File: config.mk
export PLATFORM = sky130hd
export DESIGN_NAME = cag_addr_gen
export DESIGN_NICKNAME = d
export VERILOG_FILES = /design/src/cag_pkg.sv /design/src/cag_addr_gen.sv /design/src/cag_operand_sel.sv
export SDC_FILE = /design/constraint.sdc
export NUM_CORES = 1
export LEC_CHECK = 0
export ABC_AREA = 1
export ABC_CLOCK_PERIOD_IN_PS = 3050
export BUFFER_PORTS_ARGS = -buffer_cell sky130_fd_sc_hd__clkbuf_2
export CAP_MARGIN = 0
export CORE_ASPECT_RATIO = 0.9
export CORE_MARGIN = 4
export CORE_UTILIZATION = 40
export CTS_CLUSTER_DIAMETER = 200
export DETAILED_ROUTE_END_ITERATION = 10
export PLACE_DENSITY_LB_ADDON = 0.08
export SETUP_SLACK_MARGIN = 0.4
export SYNTH_ARGS = -nofsm -noshare
export SYNTH_HDL_FRONTEND = slang
export SYNTH_HIERARCHICAL = 1
export SYNTH_SLANG_ARGS = --single-unit
File: constraint.sdc
create_clock -name ref_clk -period 3.05 [get_ports ref_clk]
set_input_delay 0.4575 -clock ref_clk [delete_from_list [all_inputs] [get_ports ref_clk]]
set_output_delay 0.4575 -clock ref_clk [all_outputs]
set_load 0.005 [all_outputs]
File: src/cag_pkg.sv
// constants, carrier types and shared address functions for the address generator
package cag_pkg;

	// address space and segment values
	localparam int ADDR_W = 20;
	localparam logic [3:0] SEG_TOP = 4'hF;
	localparam logic [3:0] SEG_LOW = 4'h0;

	// table call region
	localparam logic [19:0] TBL_BASE = 20'h00080;
	localparam logic [19:0] TBL_LAST = 20'h000BF;

	// short direct and special register regions
	localparam logic [7:0] SHORT_SPLIT = 8'h20;
	localparam logic [19:0] SHORT_LOW_BASE = 20'hFFE00;
	localparam logic [19:0] SHORT_HIGH_BASE = 20'hFFF00;
	localparam logic [19:0] SHORT_FIRST = 20'hFFE20;
	localparam logic [19:0] SHORT_LAST = 20'hFFF1F;
	localparam logic [19:0] SFR_BASE = 20'hFFF00;
	localparam logic [19:0] SFR_LAST = 20'hFFFFF;

	// register pair and byte register indices
	localparam logic [1:0] PAIR_FIRST = 2'h0;
	localparam logic [1:0] PAIR_SECOND = 2'h1;
	localparam logic [1:0] PAIR_THIRD = 2'h2;
	localparam logic [1:0] PAIR_FOURTH = 2'h3;
	localparam logic [2:0] REG_X = 3'h0;
	localparam logic [2:0] REG_A = 3'h1;
	localparam logic [2:0] REG_C = 3'h2;
	localparam logic [2:0] REG_B = 3'h3;

	// addressing modes presented by the decoder
	typedef enum logic [3:0] {
		MODE_TBL_CALL = 4'h0,
		MODE_REG_CALL = 4'h1,
		MODE_REG_BR = 4'h2,
		MODE_IMPLIED_MUL = 4'h3,
		MODE_REG8 = 4'h4,
		MODE_REG16 = 4'h5,
		MODE_DIRECT = 4'h6,
		MODE_SHORT = 4'h7,
		MODE_SFR = 4'h8,
		MODE_REG_IND = 4'h9,
		MODE_BASED_RP = 4'hA,
		MODE_BASED_SP = 4'hB,
		MODE_BASED_WBYTE = 4'hC,
		MODE_BASED_WPAIR = 4'hD,
		MODE_BASED_IDX = 4'hE,
		MODE_NONE = 4'hF
	} cag_mode_type;

	typedef enum logic [0:0] {
		ST_IDLE = 1'b0,
		ST_TBL = 1'b1
	} cag_state_type;

	// one decoded request
	typedef struct packed {
		cag_mode_type mode;
		logic [2:0] regSel;
		logic [1:0] pairSel;
		logic [7:0] imm8;
		logic [15:0] imm16;
		logic esPrefix;
		logic wordOp;
		logic offsetB;
	} cag_req_type;

	// current bank, stack pointer and segment registers
	typedef struct packed {
		logic [7:0][7:0] gpr;
		logic [15:0] sp;
		logic [3:0] cs;
		logic [3:0] es;
	} cag_regs_type;

	// upper address nibble: extra segment when prefixed, else all ones
	function automatic logic [3:0] cag_upper(input logic prefix, input logic [3:0] es);
		cag_upper = prefix ? es : SEG_TOP;
	endfunction

	// sums wrap inside the 64 K area
	function automatic logic [15:0] cag_add16(input logic [15:0] a, input logic [15:0] b);
		cag_add16 = 16'(a + b);
	endfunction

	// word entry of the table call region
	function automatic logic [19:0] cag_tbl_addr(input logic [4:0] idx);
		cag_tbl_addr = 20'(TBL_BASE + {idx, 1'b0});
	endfunction

endpackage

File: src/cag_addr_gen.sv
// address generator for branch targets and data operands
`timescale 1ns/1ns
`default_nettype none
// Operation
// - table call: 5-bit field picks a word in 0080H-00BFH, word loads the PC
// - table call targets stay in 00000H-0FFFFH, upper PC bits zero
// - register branch loads PC with code segment over the selected pair
// - register branch only for call via any pair or branch via first pair
// - implied operands only for the unsigned multiply instruction
// - 3-bit field picks one of eight bytes, 2-bit field one of four pairs
// - unprefixed 16-bit direct address lands in F0000H-FFFFFH
// - extra segment prefix supplies the upper four address bits
// - short direct uses 8 bits to reach only FFE20H-FFF1FH
// - word short direct reaches only even addresses
// - special register addressing uses 8 bits to reach FFF00H-FFFFFH
// - word special register access reaches only even addresses
// - indirect uses third or fourth pair, fixed top or segment area
// - based adds a pair or immediate base to a byte or word offset
// - based forms: third, fourth, stack plus byte; word plus B, C or pair
// - based indexed adds fourth pair and byte B or C
module cag_addr_gen (
	input wire logic ref_clk,
	input wire logic nrst,
	input wire logic reqValid,
	input wire cag_pkg::cag_req_type req,
	input wire cag_pkg::cag_regs_type regs,
	input wire logic tblRdValid,
	input wire logic [15:0] tblRdData,
	output logic reqReady,
	output logic dataValid,
	output logic [19:0] dataAddr,
	output logic wordAccess,
	output logic regValid,
	output logic [15:0] regValue,
	output logic pcLoad,
	output logic [19:0] pcValue,
	output logic tblReq,
	output logic [19:0] tblAddr,
	output logic addrError
);
	import cag_pkg::*;

	cag_state_type state;
	cag_state_type next_state;
	cag_mode_type outMode;
	logic taken;
	logic [7:0] selReg8;
	logic [15:0] selPair;
	logic [15:0] pairFirst;
	logic [15:0] pairSecond;
	logic [15:0] pairThird;
	logic [15:0] pairFourth;
	logic [7:0] byteB;
	logic [7:0] byteC;
	logic [7:0] offByte;
	logic [15:0] next_low;
	logic [3:0] next_upper;
	logic next_data;
	logic next_reg;
	logic [15:0] next_regValue;
	logic next_pc;
	logic [19:0] next_pcValue;
	logic next_tbl;
	logic next_err;

	cag_operand_sel u_sel (
		.regs(regs),
		.regSel(req.regSel),
		.pairSel(req.pairSel),
		.reg8(selReg8),
		.pair16(selPair)
	);

	// fixed pairs and bytes used by the branch, implied and based forms
	always_comb begin
		pairFirst = {regs.gpr[REG_A], regs.gpr[REG_X]};
		pairSecond = {regs.gpr[REG_B], regs.gpr[REG_C]};
		pairThird = {regs.gpr[3'h5], regs.gpr[3'h4]};
		pairFourth = {regs.gpr[3'h7], regs.gpr[3'h6]};
		byteB = regs.gpr[REG_B];
		byteC = regs.gpr[REG_C];
		offByte = req.offsetB ? byteB : byteC;
	end

	assign taken = reqValid && (state == ST_IDLE);

	// per-mode address, operand and branch target
	always_comb begin
		next_low = 16'h0000;
		next_upper = cag_upper(req.esPrefix, regs.es);
		next_data = 1'b0;
		next_reg = 1'b0;
		next_regValue = 16'h0000;
		next_pc = 1'b0;
		next_pcValue = 20'h00000;
		next_tbl = 1'b0;
		next_err = 1'b0;
		case (req.mode)
			MODE_TBL_CALL: next_tbl = 1'b1;
			MODE_REG_CALL: begin
				next_pc = 1'b1;
				next_pcValue = {regs.cs, selPair};
			end
			MODE_REG_BR: begin
				// only the first pair may serve a plain branch
				if (req.pairSel == PAIR_FIRST) begin
					next_pc = 1'b1;
					next_pcValue = {regs.cs, pairFirst};
				end else begin
					next_err = 1'b1;
				end
			end
			MODE_IMPLIED_MUL: begin
				next_reg = 1'b1;
				next_regValue = pairFirst;
			end
			MODE_REG8: begin
				next_reg = 1'b1;
				next_regValue = {8'h00, selReg8};
			end
			MODE_REG16: begin
				next_reg = 1'b1;
				next_regValue = selPair;
			end
			MODE_DIRECT: begin
				next_data = 1'b1;
				next_low = req.imm16;
			end
			MODE_SHORT: begin
				next_upper = SHORT_LOW_BASE[19:16];
				if (req.imm8 >= SHORT_SPLIT) begin
					next_low = 16'(SHORT_LOW_BASE[15:0] + {8'h00, req.imm8});
				end else begin
					next_low = 16'(SHORT_HIGH_BASE[15:0] + {8'h00, req.imm8});
				end
				if (req.wordOp && req.imm8[0]) begin
					next_err = 1'b1;
				end else begin
					next_data = 1'b1;
				end
			end
			MODE_SFR: begin
				next_upper = SFR_BASE[19:16];
				next_low = 16'(SFR_BASE[15:0] + {8'h00, req.imm8});
				if (req.wordOp && req.imm8[0]) begin
					next_err = 1'b1;
				end else begin
					next_data = 1'b1;
				end
			end
			MODE_REG_IND: begin
				next_low = selPair;
				if (req.pairSel == PAIR_THIRD || req.pairSel == PAIR_FOURTH) begin
					next_data = 1'b1;
				end else begin
					next_err = 1'b1;
				end
			end
			MODE_BASED_RP: begin
				next_low = cag_add16(selPair, {8'h00, req.imm8});
				if (req.pairSel == PAIR_THIRD || req.pairSel == PAIR_FOURTH) begin
					next_data = 1'b1;
				end else begin
					next_err = 1'b1;
				end
			end
			MODE_BASED_SP: begin
				next_low = cag_add16(regs.sp, {8'h00, req.imm8});
				// the stack form has no prefixed variant
				if (req.esPrefix) begin
					next_err = 1'b1;
				end else begin
					next_data = 1'b1;
				end
			end
			MODE_BASED_WBYTE: begin
				next_data = 1'b1;
				next_low = cag_add16(req.imm16, {8'h00, offByte});
			end
			MODE_BASED_WPAIR: begin
				next_data = 1'b1;
				next_low = cag_add16(req.imm16, pairSecond);
			end
			MODE_BASED_IDX: begin
				next_data = 1'b1;
				next_low = cag_add16(pairFourth, {8'h00, offByte});
			end
			default: next_err = 1'b1;
		endcase
	end

	// sequencing: a table call waits for its table word
	always_comb begin
		next_state = state;
		case (state)
			ST_IDLE: begin
				if (taken && next_tbl) begin
					next_state = ST_TBL;
				end
			end
			ST_TBL: begin
				if (tblRdValid) begin
					next_state = ST_IDLE;
				end
			end
			default: next_state = ST_IDLE;
		endcase
	end

	// state and ready
	always_ff @(posedge ref_clk) begin
		if (!nrst) begin
			state <= ST_IDLE;
			reqReady <= 1'b0;
		end else begin
			state <= next_state;
			reqReady <= (next_state == ST_IDLE);
		end
	end

	// data address result
	always_ff @(posedge ref_clk) begin
		if (!nrst) begin
			dataValid <= 1'b0;
			dataAddr <= 20'h00000;
			wordAccess <= 1'b0;
			outMode <= MODE_NONE;
		end else begin
			dataValid <= taken && next_data;
			wordAccess <= taken && next_data && req.wordOp;
			if (taken) begin
				dataAddr <= {next_upper, next_low};
				outMode <= req.mode;
			end
		end
	end

	// register operand result
	always_ff @(posedge ref_clk) begin
		if (!nrst) begin
			regValid <= 1'b0;
			regValue <= 16'h0000;
		end else begin
			regValid <= taken && next_reg;
			if (taken && next_reg) begin
				regValue <= next_regValue;
			end
		end
	end

	// table word fetch request
	always_ff @(posedge ref_clk) begin
		if (!nrst) begin
			tblReq <= 1'b0;
			tblAddr <= 20'h00000;
		end else begin
			tblReq <= taken && next_tbl;
			if (taken && next_tbl) begin
				tblAddr <= cag_tbl_addr(req.imm8[4:0]);
			end
		end
	end

	// program counter load
	always_ff @(posedge ref_clk) begin
		if (!nrst) begin
			pcLoad <= 1'b0;
			pcValue <= 20'h00000;
		end else if (state == ST_TBL) begin
			pcLoad <= tblRdValid;
			if (tblRdValid) begin
				pcValue <= {SEG_LOW, tblRdData};
			end
		end else begin
			pcLoad <= taken && next_pc;
			if (taken && next_pc) begin
				pcValue <= next_pcValue;
			end
		end
	end

	// refused combinations
	always_ff @(posedge ref_clk) begin
		if (!nrst) begin
			addrError <= 1'b0;
		end else begin
			addrError <= taken && next_err;
		end
	end
endmodule
`default_nettype wire

File: src/cag_operand_sel.sv
// byte register and register pair selection from the current bank
`timescale 1ns/1ns
`default_nettype none
module cag_operand_sel (
	input wire cag_pkg::cag_regs_type regs,
	input wire logic [2:0] regSel,
	input wire logic [1:0] pairSel,
	output logic [7:0] reg8,
	output logic [15:0] pair16
);
	import cag_pkg::*;

	// three bit field picks a byte, two bit field a pair
	always_comb begin
		reg8 = regs.gpr[regSel];
		pair16 = {regs.gpr[{pairSel, 1'b1}], regs.gpr[{pairSel, 1'b0}]};
	end
endmodule
`default_nettype wire

==> impl_metrics.ini <==
[cells_and_area]
nets = 1691
utilization = 0.5215
n_fill_cell = 2040
drive_gt1_frac = 0.2487
antenna_cells = 0
area_growth_pct = 28.52
final_cells = 1761

[yosys]
synth-edff-count = 0
yosys_warnings = 6
synthArstFlopShare = 0
synth_area_um2 = 7446
ys_seq_area_frac = 0.1882
ys_top_cells_by_count = 364 x nand2_1, 170 x inv_1, 126 x a21oi_1, 108 x o21ai_0, 92 x nand3_1
yosysUniqueCellTypes = 49
synth.top_cell.area_share = 0.1882
post_synth.cell_area_avg_um2 = 5.808
ys_ff_latch = 70
synth_cells = 1282
synth_most_common_cell = nand2_1
synth.largest_area_cell = dfxtp_1
synth.area.top_cells = dfxtp_1 19%, nand2_1 18%, inv_1 8.6%, a21oi_1 8.5%, o21ai_0 7.3%
ys.flop_type = dfxtp_1

[timing]
period_needed_ps = 2562
worst_slew_pin_slew_ps = 885.5
finalCritPeriodShare = 0.8399
slew_viol_final = 0
max-slew-margin-rel = 0.4090
setup_tns_ps = 0
fmax_mhz = 390.4
setup_viol = 0
fin_skew_ps = 4.973
hold_violations = 0
rsz0062_at_grt = true

[hold_path]
hold_path.class = input port to flip-flop
worstHoldEndpoint = pcValue[17]$_SDFFE_PN0P_
min-delay-start = regs[5]
hold_path_depth = 3

[setup_path]
r2r-start = state$_SDFF_PN0_
worst_r2r_path_depth = 8
critPathRequiredTime_ps = 3220
endpoint_kind = flip-flop
crit_fanout = 7
rr_endpoint = pcValue[2]$_SDFFE_PN0P_
r2r_slack_ps = 850
crit_type = input port to flip-flop
crit_path_start_kind = input port
arrival_ps = 2730

[global_route]
first_global_vias = 8771
use_met2 = 0.4931
grt_pass1_wl_um = 48710
grt_max_degree = 46
globalRouteOverflowTotal = 0
grt_use_met3 = 0.05088
gr-usage-met1 = 0.4012
top_usage_layer = met2
track_usage = 0.2951
antenna_found_initial = 0

[die]
die_x_um = 151.8
start_util = 0.4058
core-area_um2 = 18350
die_area_um2 = 20860
rows = 47
die_y_um = 137.4
top_level_ports = 227

[clock_network]
clk_pin_slew_ps = 60
cts_sinks = 70
cts_root_buffer = clkbuf_16
cts.hold.buffers_added = 0
insertion_delay_ps = 330
cts_buffers = 9
h-tree-depth = 3
clk_path_buf_depth = 2
cts_tree = built

[detailed_routing]
vias = 9632
drc = 0
drtAntennaViolNets = 0
vias_per_cell = 5.470
wl_um = 32920
dr.pass1.iters = 6
drt-wirelength-per-cell_um = 18.70
drt_iter0_markers = 1078

[placed_design]
placed_cells = 1720
io_buffers = 212
gp_congestion = 0.9984
dp_hpwl_um = 26020

[power]
leakagePower_uw = 0.005085
pwr_density_cell_nw_per_um2 = 349.0
ir_drop_mv = 0.2480

[outcome]
status = finished, final reports clean

[job]
maxCapViolations = 0
-- layout make-up --
class / count / area (um^2) / share of cell area
Multi-Input combinational cell: 975 / 5136 / 0.5367
Inverter: 181 / 690.7 / 0.07218
Clock buffer: 11 / 232.7 / 0.02432
Sequential cell: 70 / 1401 / 0.1464
Tap cell: 245 / 306.5 / 0.03203
Clock inverter: 5 / 58.81 / 0.006145
Timing Repair Buffer: 274 / 1743 / 0.1821
-- per-layer routing --
layer,vias to the layer above,share of wire
li1,4677,-
met1,4417,0.42
met2,463,0.46
met3,75,0.089
met4,0,0.028
met5,-,0
-- critical path: stages --
cell and delay (ps):
buf_12 130, buf_12 140, buf_6 120, nand2_1 60, o211ai_1 90, nand2_1 90, inv_2 50, o21ai_0 170
ha_1 310, a21oi_2 210, o21ai_4 100, buf_4 140, or2_2 260, nand3_1 100, o2111ai_2 150, nand2_1 100
a21oi_1 60
-- worst max path at each step --
stage	slack (ps)	cells past startpoint	endpoint	start
final	490	17	dataAddr[4]$_SDFFE_PN0P_	req[27]
after global routing	330	17	dataAddr[6]$_SDFFE_PN0P_	req[32]
after CTS	410	17	dataAddr[10]$_SDFFE_PN0P_	req[35]
after detailed placement	60	17	dataAddr[10]$_SDFFE_PN0P_	req[35]
after global placement	60	16	dataAddr[6]$_SDFFE_PN0P_	req[32]
after floorplan	410	18	dataAddr[10]$_SDFFE_PN0P_	req[32]
-- power by group --
part | total [uW] | internal [uW] | leakage (uW) | switching (uW)
registers | 981 | 958 | 0.000571 | 22.6
clock network | 1040 | 635 | 0.000136 | 407
logic | 1320 | 501 | 0.00438 | 815
total | 3340 | 2090 | 0.00509 | 1240
-- placed cells by master (no fill, tap or decap), types with 5 or more instances in the layout --
master,n
nand3b_1,5
nand2_1,353
nor3_1,6
nand2_2,21
mux2_2,7
clkbuf_2,206
clkbuf_16,16
nand4_1,9
buf_4,49
o21ai_1,14
conb_1,14
dfxtp_1,70
nor2_4,5
or2_2,6
ha_1,30
a221oi_1,9
buf_12,5
o21bai_1,6
o22ai_1,35
a31oi_1,5
nand3_1,90
o21ai_0,94
a21o_1,5
nor2_2,5
inv_1,161
inv_2,14
nor2_1,73
a21oi_1,121
o211ai_1,20
-- kinds of logic after synthesis --
| family | after synthesis | share of synthesized area |
|---|---|---|
| simple gates | 585 | 0.3346 |
| compound gates | 328 | 0.2499 |
| buf+inv | 250 | 0.1469 |
| flops | 70 | 0.1882 |
| fa+ha+maj | 36 | 0.06352 |
| mux | 7 | 0.01059 |
| xor+xnor | 5 | 0.005882 |
| other cells | 1 | 0.0005036 |
-- registers in the layout (all words and copies together) (netlist names), 6 cells and up --
name and count:
regValue 16, dataAddr 20, tblAddr 6, pcValue 20
-- metrics by stage --
step	total power (uW)	hold WS [ps]	worst slack, ps	cell area, um^2
finish	3340	379.2	488.2	9569
global placement	2165	452.1	64.92	8772
detailed placement	2168	452.9	62.57	8772
global route	3534	388.6	326.8	9569
CTS	3215	373.3	408.9	9064
floorplan	1729	456.4	407.3	7521
-- repair_timing --
action	4_1_cts	5_1_grt
hold endpoints to repair	0	0
buffers inserted	0	18
resized for setup	0	79
setup endpoints to repair	0	16
Note: power is estimated with default switching activity, not from simulation.
